<file path="config.mk">
export PLATFORM = sky130hd
export DESIGN_NAME = fpp_programmer
export DESIGN_NICKNAME = d
export VERILOG_FILES = /design/src/hdl/fpp_pkg.sv /design/src/hdl/fpp_programmer.sv /design/src/hdl/fpp_sync.sv
export VERILOG_INCLUDE_DIRS = /design/src /design/src/hdl
export SDC_FILE = /design/constraint.sdc
export NUM_CORES = 1
export LEC_CHECK = 0
export BUFFER_PORTS_ARGS = -buffer_cell sky130_fd_sc_hd__clkbuf_2
export CORE_MARGIN = 5
export CORE_UTILIZATION = 55
export DETAILED_ROUTE_END_ITERATION = 10
export HOLD_SLACK_MARGIN = 0.02
export PLACE_DENSITY = 0.88
export SLEW_MARGIN = 25
export SYNTH_ARGS = -nofsm -noshare
export SYNTH_HDL_FRONTEND = slang
export SYNTH_HIERARCHICAL = 1
export SYNTH_SLANG_ARGS = --single-unit
export TNS_END_PERCENT = 50
</file>
<file path="constraint.sdc">
create_clock -name clk_sys -period 4.02 [get_ports clk_sys]
set_input_delay 1.206 -clock clk_sys [delete_from_list [all_inputs] [get_ports clk_sys]]
set_output_delay 1.206 -clock clk_sys [all_outputs]
set_load 0.005 [all_outputs]
</file>
<file path="src/hdl/fpp_regs.svh">
`ifndef FPP_REGS_SVH
`define FPP_REGS_SVH
// clock period in picoseconds (25 MHz)
`define FPP_CLK_PS            40000
// documented times, in their own units
`define FPP_ADDR_SETUP_NS     100
`define FPP_VOLT_WIDTH_US     100
`define FPP_VOLT_WIDTH_MAX_US 1000
`define FPP_SEL_TO_CUR_US     1
`define FPP_CUR_WIDTH_US      100
`define FPP_CUR_TO_REL_US     1
`define FPP_VERIFY_NS         100
`define FPP_DUTY_PCT          15
// derived cycle counts: least times round up
`define FPP_ADDR_SETUP_CYC ((`FPP_ADDR_SETUP_NS*1000+`FPP_CLK_PS-1)/`FPP_CLK_PS)
`define FPP_SEL_TO_CUR_CYC ((`FPP_SEL_TO_CUR_US*1000000+`FPP_CLK_PS-1)/`FPP_CLK_PS)
`define FPP_CUR_TO_REL_CYC ((`FPP_CUR_TO_REL_US*1000000+`FPP_CLK_PS-1)/`FPP_CLK_PS)
`define FPP_VERIFY_CYC     ((`FPP_VERIFY_NS*1000+`FPP_CLK_PS-1)/`FPP_CLK_PS)
`define FPP_CUR_WIDTH_CYC  ((`FPP_CUR_WIDTH_US*1000000+`FPP_CLK_PS-1)/`FPP_CLK_PS)
// voltage held up this long before the select is asserted (rise time margin)
`define FPP_RISE_CYC       25
`define FPP_BLANK_WORD     4'hF
`endif

</file>
<file path="src/hdl/fpp_pkg.sv">
package fpp_pkg;
   typedef logic [7:0]  fpp_addr_t;
   typedef logic [3:0]  fpp_word_t;
   typedef logic [15:0] fpp_cnt_t;
   typedef enum logic [8:0] {
      FPP_IDLE   = 9'h001,
      FPP_SETUP  = 9'h002,
      FPP_RISE   = 9'h004,
      FPP_SELECT = 9'h008,
      FPP_FUSE   = 9'h010,
      FPP_HOLD   = 9'h020,
      FPP_RELV   = 9'h040,
      FPP_SETTLE = 9'h080,
      FPP_REST   = 9'h100
   } fpp_state_e;
endpackage

</file>
<file path="src/hdl/fpp_programmer.sv">
`timescale 1ns/1ps
`default_nettype none
// Contract
// prom holds 256 words of 4 bits, addressed by 8 bits, read when enabled
// unprogrammed bits read as one; programming flips single bits
// chip enable high forces all four data outputs to zero
// fuse exactly one output bit per operation, others left terminated
// stable address at least 100 ns before voltage pulse, held throughout
// programming voltage active at least 100 us, under 1 ms
// bit select asserted only once programming voltage is at full level
// bit select asserted at least 100 us
// fusing current starts at least 1 us after bit select
// fusing current rise at most 250 ns, on at least 100 us
// wait at least 1 us after current ends before releasing select
// release bit select first, then return programming voltage to zero
// sample outputs for verify no sooner than 100 ns after voltage off
// programming duty cycle kept at or below 15 percent
// compare verified output with intent, report bits that did not change
`include "fpp_regs.svh"
module fpp_programmer #(
   parameter int unsigned CUR_WIDTH_CYC = `FPP_CUR_WIDTH_CYC
) (
   input  wire logic       clk_sys,
   input  wire logic       rst,
   input  wire logic       readReq,
   input  wire logic       progReq,
   input  wire logic [7:0] reqAddr,
   input  wire logic [1:0] reqBit,
   output logic            busy,
   output logic            done,
   output logic            progFail,
   output logic      [3:0] readData,
   output logic      [7:0] promAddr,
   output logic            chipEnableN,
   output logic            fuseCurrent,
   output logic            programmingVoltage,
   output logic      [3:0] bitSelect,
   input  wire logic [3:0] promData
);
   // ==========================================================
   // timing constants
   localparam int unsigned SEL_CYC  = `FPP_RISE_CYC + `FPP_SEL_TO_CUR_CYC;
   localparam int unsigned VON_CYC  = `FPP_RISE_CYC + SEL_CYC + CUR_WIDTH_CYC
                                      + `FPP_CUR_TO_REL_CYC + 1;
   // rest so that on-time is at most 15 percent of the whole period
   localparam int unsigned REST_CYC = (VON_CYC * (100 - `FPP_DUTY_PCT) + `FPP_DUTY_PCT - 1)
                                      / `FPP_DUTY_PCT;

   function automatic fpp_pkg::fpp_cnt_t cyc(input int unsigned n);
      cyc = fpp_pkg::fpp_cnt_t'(n - 1);
   endfunction

   // states that drive the bit select; the voltage window is these plus rise and release
   function automatic logic selOn(input fpp_pkg::fpp_state_e s);
      selOn = s inside {fpp_pkg::FPP_SELECT, fpp_pkg::FPP_FUSE, fpp_pkg::FPP_HOLD};
   endfunction

   fpp_pkg::fpp_state_e state_q;
   fpp_pkg::fpp_cnt_t   cnt_q;
   logic                isProg_q;
   logic [1:0]          bit_q;
   logic [3:0]          dataSync;
   logic                expire;
   logic                take;
   logic                resultNow;

   assign expire = (cnt_q == 16'h0000);
   // a request is only taken from idle; anything else is ignored until the state is back in FPP_IDLE, a cycle before busy falls
   assign take = (state_q == fpp_pkg::FPP_IDLE) && (progReq || readReq);
   // the verify wait has run out: result and done land together
   assign resultNow = (state_q == fpp_pkg::FPP_SETTLE) && expire;

   fpp_sync uSync (
      .clk_sys (clk_sys),
      .rst     (rst),
      .asyncIn (promData),
      .syncOut (dataSync)
   );

   // ==========================================================
   // request capture
   // address and bit are frozen at acceptance so the pins cannot move mid-pulse
   always_ff @(posedge clk_sys or posedge rst) begin
      if (rst) begin
         isProg_q <= 1'b0;
         bit_q    <= 2'h0;
         promAddr <= 8'h00;
      end else if (take) begin
         promAddr <= reqAddr;
         bit_q    <= reqBit;
         isProg_q <= progReq; // program wins if both
      end
   end

   // ==========================================================
   // sequencer
   // each state but IDLE and RELV waits for the counter to run out; its count is loaded as the state is entered
   always_ff @(posedge clk_sys or posedge rst) begin
      if (rst) begin
         state_q <= fpp_pkg::FPP_IDLE;
         cnt_q   <= 16'h0000;
      end else begin
         if (!expire) cnt_q <= cnt_q - 16'h0001;
         unique case (state_q)
            fpp_pkg::FPP_IDLE: begin
               if (take) begin
                  cnt_q   <= cyc(`FPP_ADDR_SETUP_CYC);
                  state_q <= progReq ? fpp_pkg::FPP_SETUP : fpp_pkg::FPP_SETTLE;
               end
            end
            // address settles on the pins before the voltage may start to rise
            fpp_pkg::FPP_SETUP: if (expire) begin
               cnt_q   <= cyc(`FPP_RISE_CYC);
               state_q <= fpp_pkg::FPP_RISE;
            end
            // voltage ramping; the select waits for the full level, never before
            fpp_pkg::FPP_RISE: if (expire) begin
               cnt_q   <= cyc(`FPP_SEL_TO_CUR_CYC);
               state_q <= fpp_pkg::FPP_SELECT;
            end
            // select alone on the pin before the current is allowed to start
            fpp_pkg::FPP_SELECT: if (expire) begin
               cnt_q   <= cyc(CUR_WIDTH_CYC);
               state_q <= fpp_pkg::FPP_FUSE;
            end
            // fusing current on for its full width
            fpp_pkg::FPP_FUSE: if (expire) begin
               cnt_q   <= cyc(`FPP_CUR_TO_REL_CYC);
               state_q <= fpp_pkg::FPP_HOLD;
            end
            // current off, select still held until the gap has passed
            fpp_pkg::FPP_HOLD: if (expire) begin
               state_q <= fpp_pkg::FPP_RELV;
            end
            // one cycle with select already low and voltage still up
            fpp_pkg::FPP_RELV: begin
               cnt_q   <= cyc(`FPP_VERIFY_CYC + 3);
               state_q <= fpp_pkg::FPP_SETTLE;
            end
            // the three extra cycles cover the voltage falling one clock after RELV and the two synchroniser stages
            fpp_pkg::FPP_SETTLE: if (expire) begin
               cnt_q   <= isProg_q ? cyc(REST_CYC) : 16'h0000;
               state_q <= fpp_pkg::FPP_REST;
            end
            // off time keeps the pulse duty under its limit; reads skip it
            fpp_pkg::FPP_REST: if (expire) begin
               state_q <= fpp_pkg::FPP_IDLE;
            end
         endcase
      end
   end

   // ==========================================================
   // pin drive
   // every pin is registered so no decode glitch reaches the prom
   // enable stays low: the current has its own pin, and reads always see data
   always_ff @(posedge clk_sys or posedge rst) begin
      if (rst) begin
         chipEnableN <= 1'b0;
      end else begin
         chipEnableN <= 1'b0; // outputs valid only while enabled
      end
   end

   // voltage spans the release cycle as well, so the select always drops first
   always_ff @(posedge clk_sys or posedge rst) begin
      if (rst) begin
         programmingVoltage <= 1'b0;
      end else begin
         programmingVoltage <= selOn(state_q) ||
                               (state_q inside {fpp_pkg::FPP_RISE, fpp_pkg::FPP_RELV});
      end
   end

   // select minimum width is covered by the current width plus both gaps
   always_ff @(posedge clk_sys or posedge rst) begin
      if (rst) begin
         bitSelect <= 4'h0;
      end else begin
         bitSelect <= selOn(state_q) ? (4'h1 << bit_q) : 4'h0;
      end
   end

   // current pulse follows the fuse state by one clock
   always_ff @(posedge clk_sys or posedge rst) begin
      if (rst) begin
         fuseCurrent <= 1'b0;
      end else begin
         fuseCurrent <= (state_q == fpp_pkg::FPP_FUSE); // edge is one clock, under 250 ns
      end
   end

   // ==========================================================
   // verify and report
   // busy covers the cycle a request is seen, so a caller never sees a gap
   always_ff @(posedge clk_sys or posedge rst) begin
      if (rst) begin
         busy <= 1'b0;
      end else begin
         busy <= (state_q != fpp_pkg::FPP_IDLE) || progReq || readReq;
      end
   end

   // done is a one-cycle strobe at the end of the verify wait
   always_ff @(posedge clk_sys or posedge rst) begin
      if (rst) begin
         done <= 1'b0;
      end else begin
         done <= resultNow;
      end
   end

   // result words stand until the next operation finishes
   always_ff @(posedge clk_sys or posedge rst) begin
      if (rst) begin
         progFail <= 1'b0;
         readData <= `FPP_BLANK_WORD; // blank word until a read lands
      end else if (resultNow) begin
         readData <= dataSync;
         // a fused bit reads zero; a one left behind is a failure
         progFail <= isProg_q && dataSync[bit_q];
      end
   end
endmodule // fpp_programmer
`default_nettype wire

</file>
<file path="src/hdl/fpp_sync.sv">
`timescale 1ns/1ps
`default_nettype none
// two-flop synchroniser for the prom data pins
module fpp_sync (
   input  wire logic       clk_sys,
   input  wire logic       rst,
   input  wire logic [3:0] asyncIn,
   output logic      [3:0] syncOut
);
   logic [3:0] meta_q;
   // first stage read only by the second
   always_ff @(posedge clk_sys or posedge rst) begin
      if (rst) begin
         meta_q  <= 4'h0;
         syncOut <= 4'h0;
      end else begin
         meta_q  <= asyncIn;
         syncOut <= meta_q;
      end
   end
endmodule // fpp_sync
`default_nettype wire

</file>
==> qor.txt <==
WORST SETUP PATH
-------------------------------------------------------------------------------------------------
Register-to-register setup slack                                                          1.68 ns
Max Fanout on Critical Path                                                                     9
Arrival time at the worst endpoint                                                        2.57 ns
Worst setup endpoint                                                                 state_q[5]$_DFFE_PP0P_
Type of destination of the critical path                                                flip-flop
Maximum cell stage delay along the critical path                                          0.54 ns
Crit path launch type                                                                   flip-flop
Worst path cell trace                                                                nor4_4, o2111ai_2, a31oi_4, nand2b_4, mux2_1
CP max-delay cell                                                                    sky130_fd_sc_hd__nor4_4
Worst EP required                                                                         4.25 ns
Critical R2R Launch                                                                  state_q[8]$_DFFE_PP0P_
Setup crit start                                                                     state_q[8]$_DFFE_PP0P_
Type of the setup path with the least slack                                          flip-flop to flip-flop
Logic depth of the worst register-to-register path                                              5
End of the worst register-to-register path                                           state_q[5]$_DFFE_PP0P_

DIE
-------------------------------------------------------------------------------------------------
Ports placed on the boundary                                                                   40
Initial standard-cell utilization of the core                                              0.5706
Die Wd                                                                                   83.26 um
Total die area                                                                          6931 um^2
Total number of placement rows                                                                 26
Core area                                                                               5172 um^2
Die height                                                                               83.26 um

OUTCOME
-------------------------------------------------------------------------------------------------
Outcome                                                                              finished, final reports clean

FINISH
-------------------------------------------------------------------------------------------------
Share of post-route cells with drive strength above 1                                      0.2708
Final instance area                                                                     3393 um^2
Final core utilization                                                                     0.6560
Layout net count                                                                              342
Commonest non-fill, non-tap cells in the layout                                      sky130_fd_sc_hd__dfrtp_1, sky130_fd_sc_hd__clkbuf_2, sky130_fd_sc_hd__nand2_1
Commonest non-fill, non-tap cell in the layout                                       sky130_fd_sc_hd__dfrtp_1
Post-synthesis to final-layout area growth                                                 14.96%
Number of diodes added for antenna fixing                                                       0

CTS
-------------------------------------------------------------------------------------------------
Number of gates resized after CTS                                                               0
Clk slew on worst S/H paths                                                               0.07 ns
Clk sinks                                                                                      57
Worst skew pair latency                                                                   0.34 ns
CTS tree                                                                                     done
Count of buffers added by post-CTS timing repair for setup                                      0
Number of H-tree levels                                                                         3
Maximum clock path buffer count                                                                 2
Master cell of the clock root buffer                                                 sky130_fd_sc_hd__clkbuf_8
Total clock buffers created by CTS                                                              9
Number of buffers added to fix hold violations after cts                                        0

TIMING
-------------------------------------------------------------------------------------------------
Pin slew with the least headroom to its limit                                           0.8224 ns
Final count of hold timing violations                                                           0
Tmin final                                                                               2.343 ns
Fin crit share                                                                             0.5827
Setup skew after layout                                                               0.008254 ns
Minimum hold slack                                                                      0.3484 ns
Timing-limited maximum frequency                                                       0.4269 GHz
RSZ-0062 raised after global routing                                                           no
Total count of max-transition violations in the final report                                    0
Setup Viol. Count Final                                                                         0
Max-slew headroom at the worst pin                                                         0.4511
Setup TNS                                                                                    0 ns

ROUTING
-------------------------------------------------------------------------------------------------
Average wire length per cell after detail routing                                        17.04 um
First DRT Iteration DRCs                                                                      314
Via Count                                                                                    2313
Via density per instance                                                                    5.856
Count of nets left with antenna violations after detail routing                                 0
Total length of routed wires                                                             6.731 mm
Drc violations                                                                                  0
First-pass iteration count of the detailed router                                               5

LOGIC SYNTHESIS
-------------------------------------------------------------------------------------------------
Seq/Total Area, Yosys                                                                      0.4854
Yosys Warn Count                                                                                6
Average instance area after synthesis                                                  10.43 um^2
Total standard cell area after synthesis                                                2952 um^2
Net Count, Synth                                                                              305
Synth async-reset ratio                                                                     1.000
Cell accounting for the most synthesized area                                        sky130_fd_sc_hd__dfrtp_1
Share of the synthesized area in the top cell type                                         0.4409
Synthesized instance count                                                                    283
Cell types with the largest area share after synthesis                               sky130_fd_sc_hd__dfrtp_1, sky130_fd_sc_hd__dfstp_2, sky130_fd_sc_hd__nand2_1, sky130_fd_sc_hd__mux2_2, sky130_fd_sc_hd__nor2_1
Synth Register Bits                                                                            57
Number of distinct library cell variants in the gate-level netlist after synthesis             61
Count of flip-flops with a built-in enable after synthesis                                      0
Top FF cell, synth                                                                   sky130_fd_sc_hd__dfrtp_1

GRT
-------------------------------------------------------------------------------------------------
Total routing resource utilization after global routing                                    0.2054
Via count of the first global-routing pass                                                   2348
Largest net degree at the start of global routing                                              50
Global-route wire length before repair                                                   11.35 mm
Total congestion overflow after global routing                                                  0
Antenna violations before repair                                                                0

JOB
-------------------------------------------------------------------------------------------------
Maxcap violations                                                                               0

PLACE
-------------------------------------------------------------------------------------------------
Instance area after placement                                                           3177 um^2
DP HPWL                                                                                  4.596 mm
Port buffer count                                                                              38
Routability congestion estimate from global placement                                      0.9148

POWER
-------------------------------------------------------------------------------------------------
Power per cell area                                                                  693.0 nW/um^2
Static Leakage                                                                        0.001637 uW
Largest voltage drop on the vdd net                                                     0.4764 mV

MIN PATH
-------------------------------------------------------------------------------------------------
Path type of the worst min-delay path                                                flip-flop to flip-flop
Start point of the worst min-delay path                                              uSync/meta_q[1]$_DFF_PP0_

-- registers in the layout, summed over array words and instances (netlist names) --
| signal | count |
|---|---|
| state_q | 9 |
| programmingVoltage | 1 |
| readData | 4 |
| fuseCurrent | 1 |
| promAddr | 8 |
| isProg_q | 1 |
| cnt_q | 16 |
| bitSelect | 4 |
| busy | 1 |
| bit_q | 2 |
| uSync/syncOut | 4 |
| uSync/meta_q | 4 |
| done | 1 |
| progFail | 1 |
-- critical path: cells and delay by family (launching register included) --
kind	cells	cell delay [ns]
multiplexers	1	0.31
AO/OA/AOI/OAI	2	0.64
AND/OR/NAND/NOR	2	0.76
flip-flops	1	0.52
-- layout make-up --
| type | instances | area, um^2 |
|---|---|---|
| Fill cell | 383 | 1779 |
| Multi-Input combinational cell | 208 | 1440 |
| Sequential cell | 57 | 1433 |
| Timing Repair Buffer | 39 | 197.7 |
| Clock buffer | 12 | 165.2 |
| Tap cell | 70 | 87.58 |
| Clock inverter | 4 | 50.05 |
| Inverter | 5 | 20.02 |
-- kinds of logic after synthesis --
family | after synthesis | share of synthesized area
flip-flops | 57 | 0.4854
buffers and inverters | 18 | 0.02671
XOR/XNOR | 13 | 0.03858
adder cells (fa/ha/maj) | 4 | 0.01696
other | 1 | 0.001271
multiplexers | 12 | 0.04960
AO/OA/AOI/OAI | 47 | 0.1187
AND/OR/NAND/NOR | 131 | 0.2628
-- how the worst min path moves through the flow --
stage / end / slack (ns) / depth (start not counted)
floorplan: uSync/syncOut[0]$_DFF_PP0_ / 0.33 / 0
global placement: uSync/syncOut[1]$_DFF_PP0_ / 0.33 / 0
detailed placement: uSync/syncOut[1]$_DFF_PP0_ / 0.33 / 0
CTS: uSync/syncOut[1]$_DFF_PP0_ / 0.35 / 0
global route: uSync/syncOut[1]$_DFF_PP0_ / 0.37 / 0
finish: uSync/syncOut[1]$_DFF_PP0_ / 0.35 / 0
-- per-stage QoR --
stage	setup WS (ns)	total power, uW	cells
3_5_place_dp	1.685	1766	379
5_1_grt	1.473	2492	395
4_1_cts	1.681	2348	395
6_report	1.677	2352	395
2_1_floorplan	1.649	1554	283
3_3_place_gp	1.714	1739	379
-- synthesized netlist by cell type (6+ instances only) --
| master | count |
|---|---|
| sky130_fd_sc_hd__a21oi_1 | 8 |
| sky130_fd_sc_hd__xnor2_1 | 6 |
| sky130_fd_sc_hd__nor3_1 | 13 |
| sky130_fd_sc_hd__o21ai_1 | 6 |
| sky130_fd_sc_hd__nor4_1 | 6 |
| sky130_fd_sc_hd__nand3_1 | 9 |
| sky130_fd_sc_hd__mux2_2 | 10 |
| sky130_fd_sc_hd__xor2_1 | 7 |
| sky130_fd_sc_hd__o21ai_0 | 11 |
| sky130_fd_sc_hd__nand2_1 | 35 |
| sky130_fd_sc_hd__buf_2 | 6 |
| sky130_fd_sc_hd__nand4_1 | 6 |
| sky130_fd_sc_hd__nor2_1 | 24 |
| sky130_fd_sc_hd__dfrtp_1 | 52 |
-- power breakdown --
part / leakage (uW) / switching, uW / internal, uW / total (uW)
logic: 0.000804 / 524 / 404 / 927
registers: 0.000729 / 172 / 678 / 850
clock network: 0.000105 / 239 / 336 / 574
total: 0.00164 / 934 / 1420 / 2350
-- routing by layer --
layer,up-vias,share of wire,global-route usage
met1,1092,0.41,0.2478
li1,1096,-,-
met2,114,0.48,0.3287
met3,11,0.087,0.06634
met5,-,0,0
met4,0,0.019,0.1040
No activity file was read; power rests on OpenSTA's default activity.
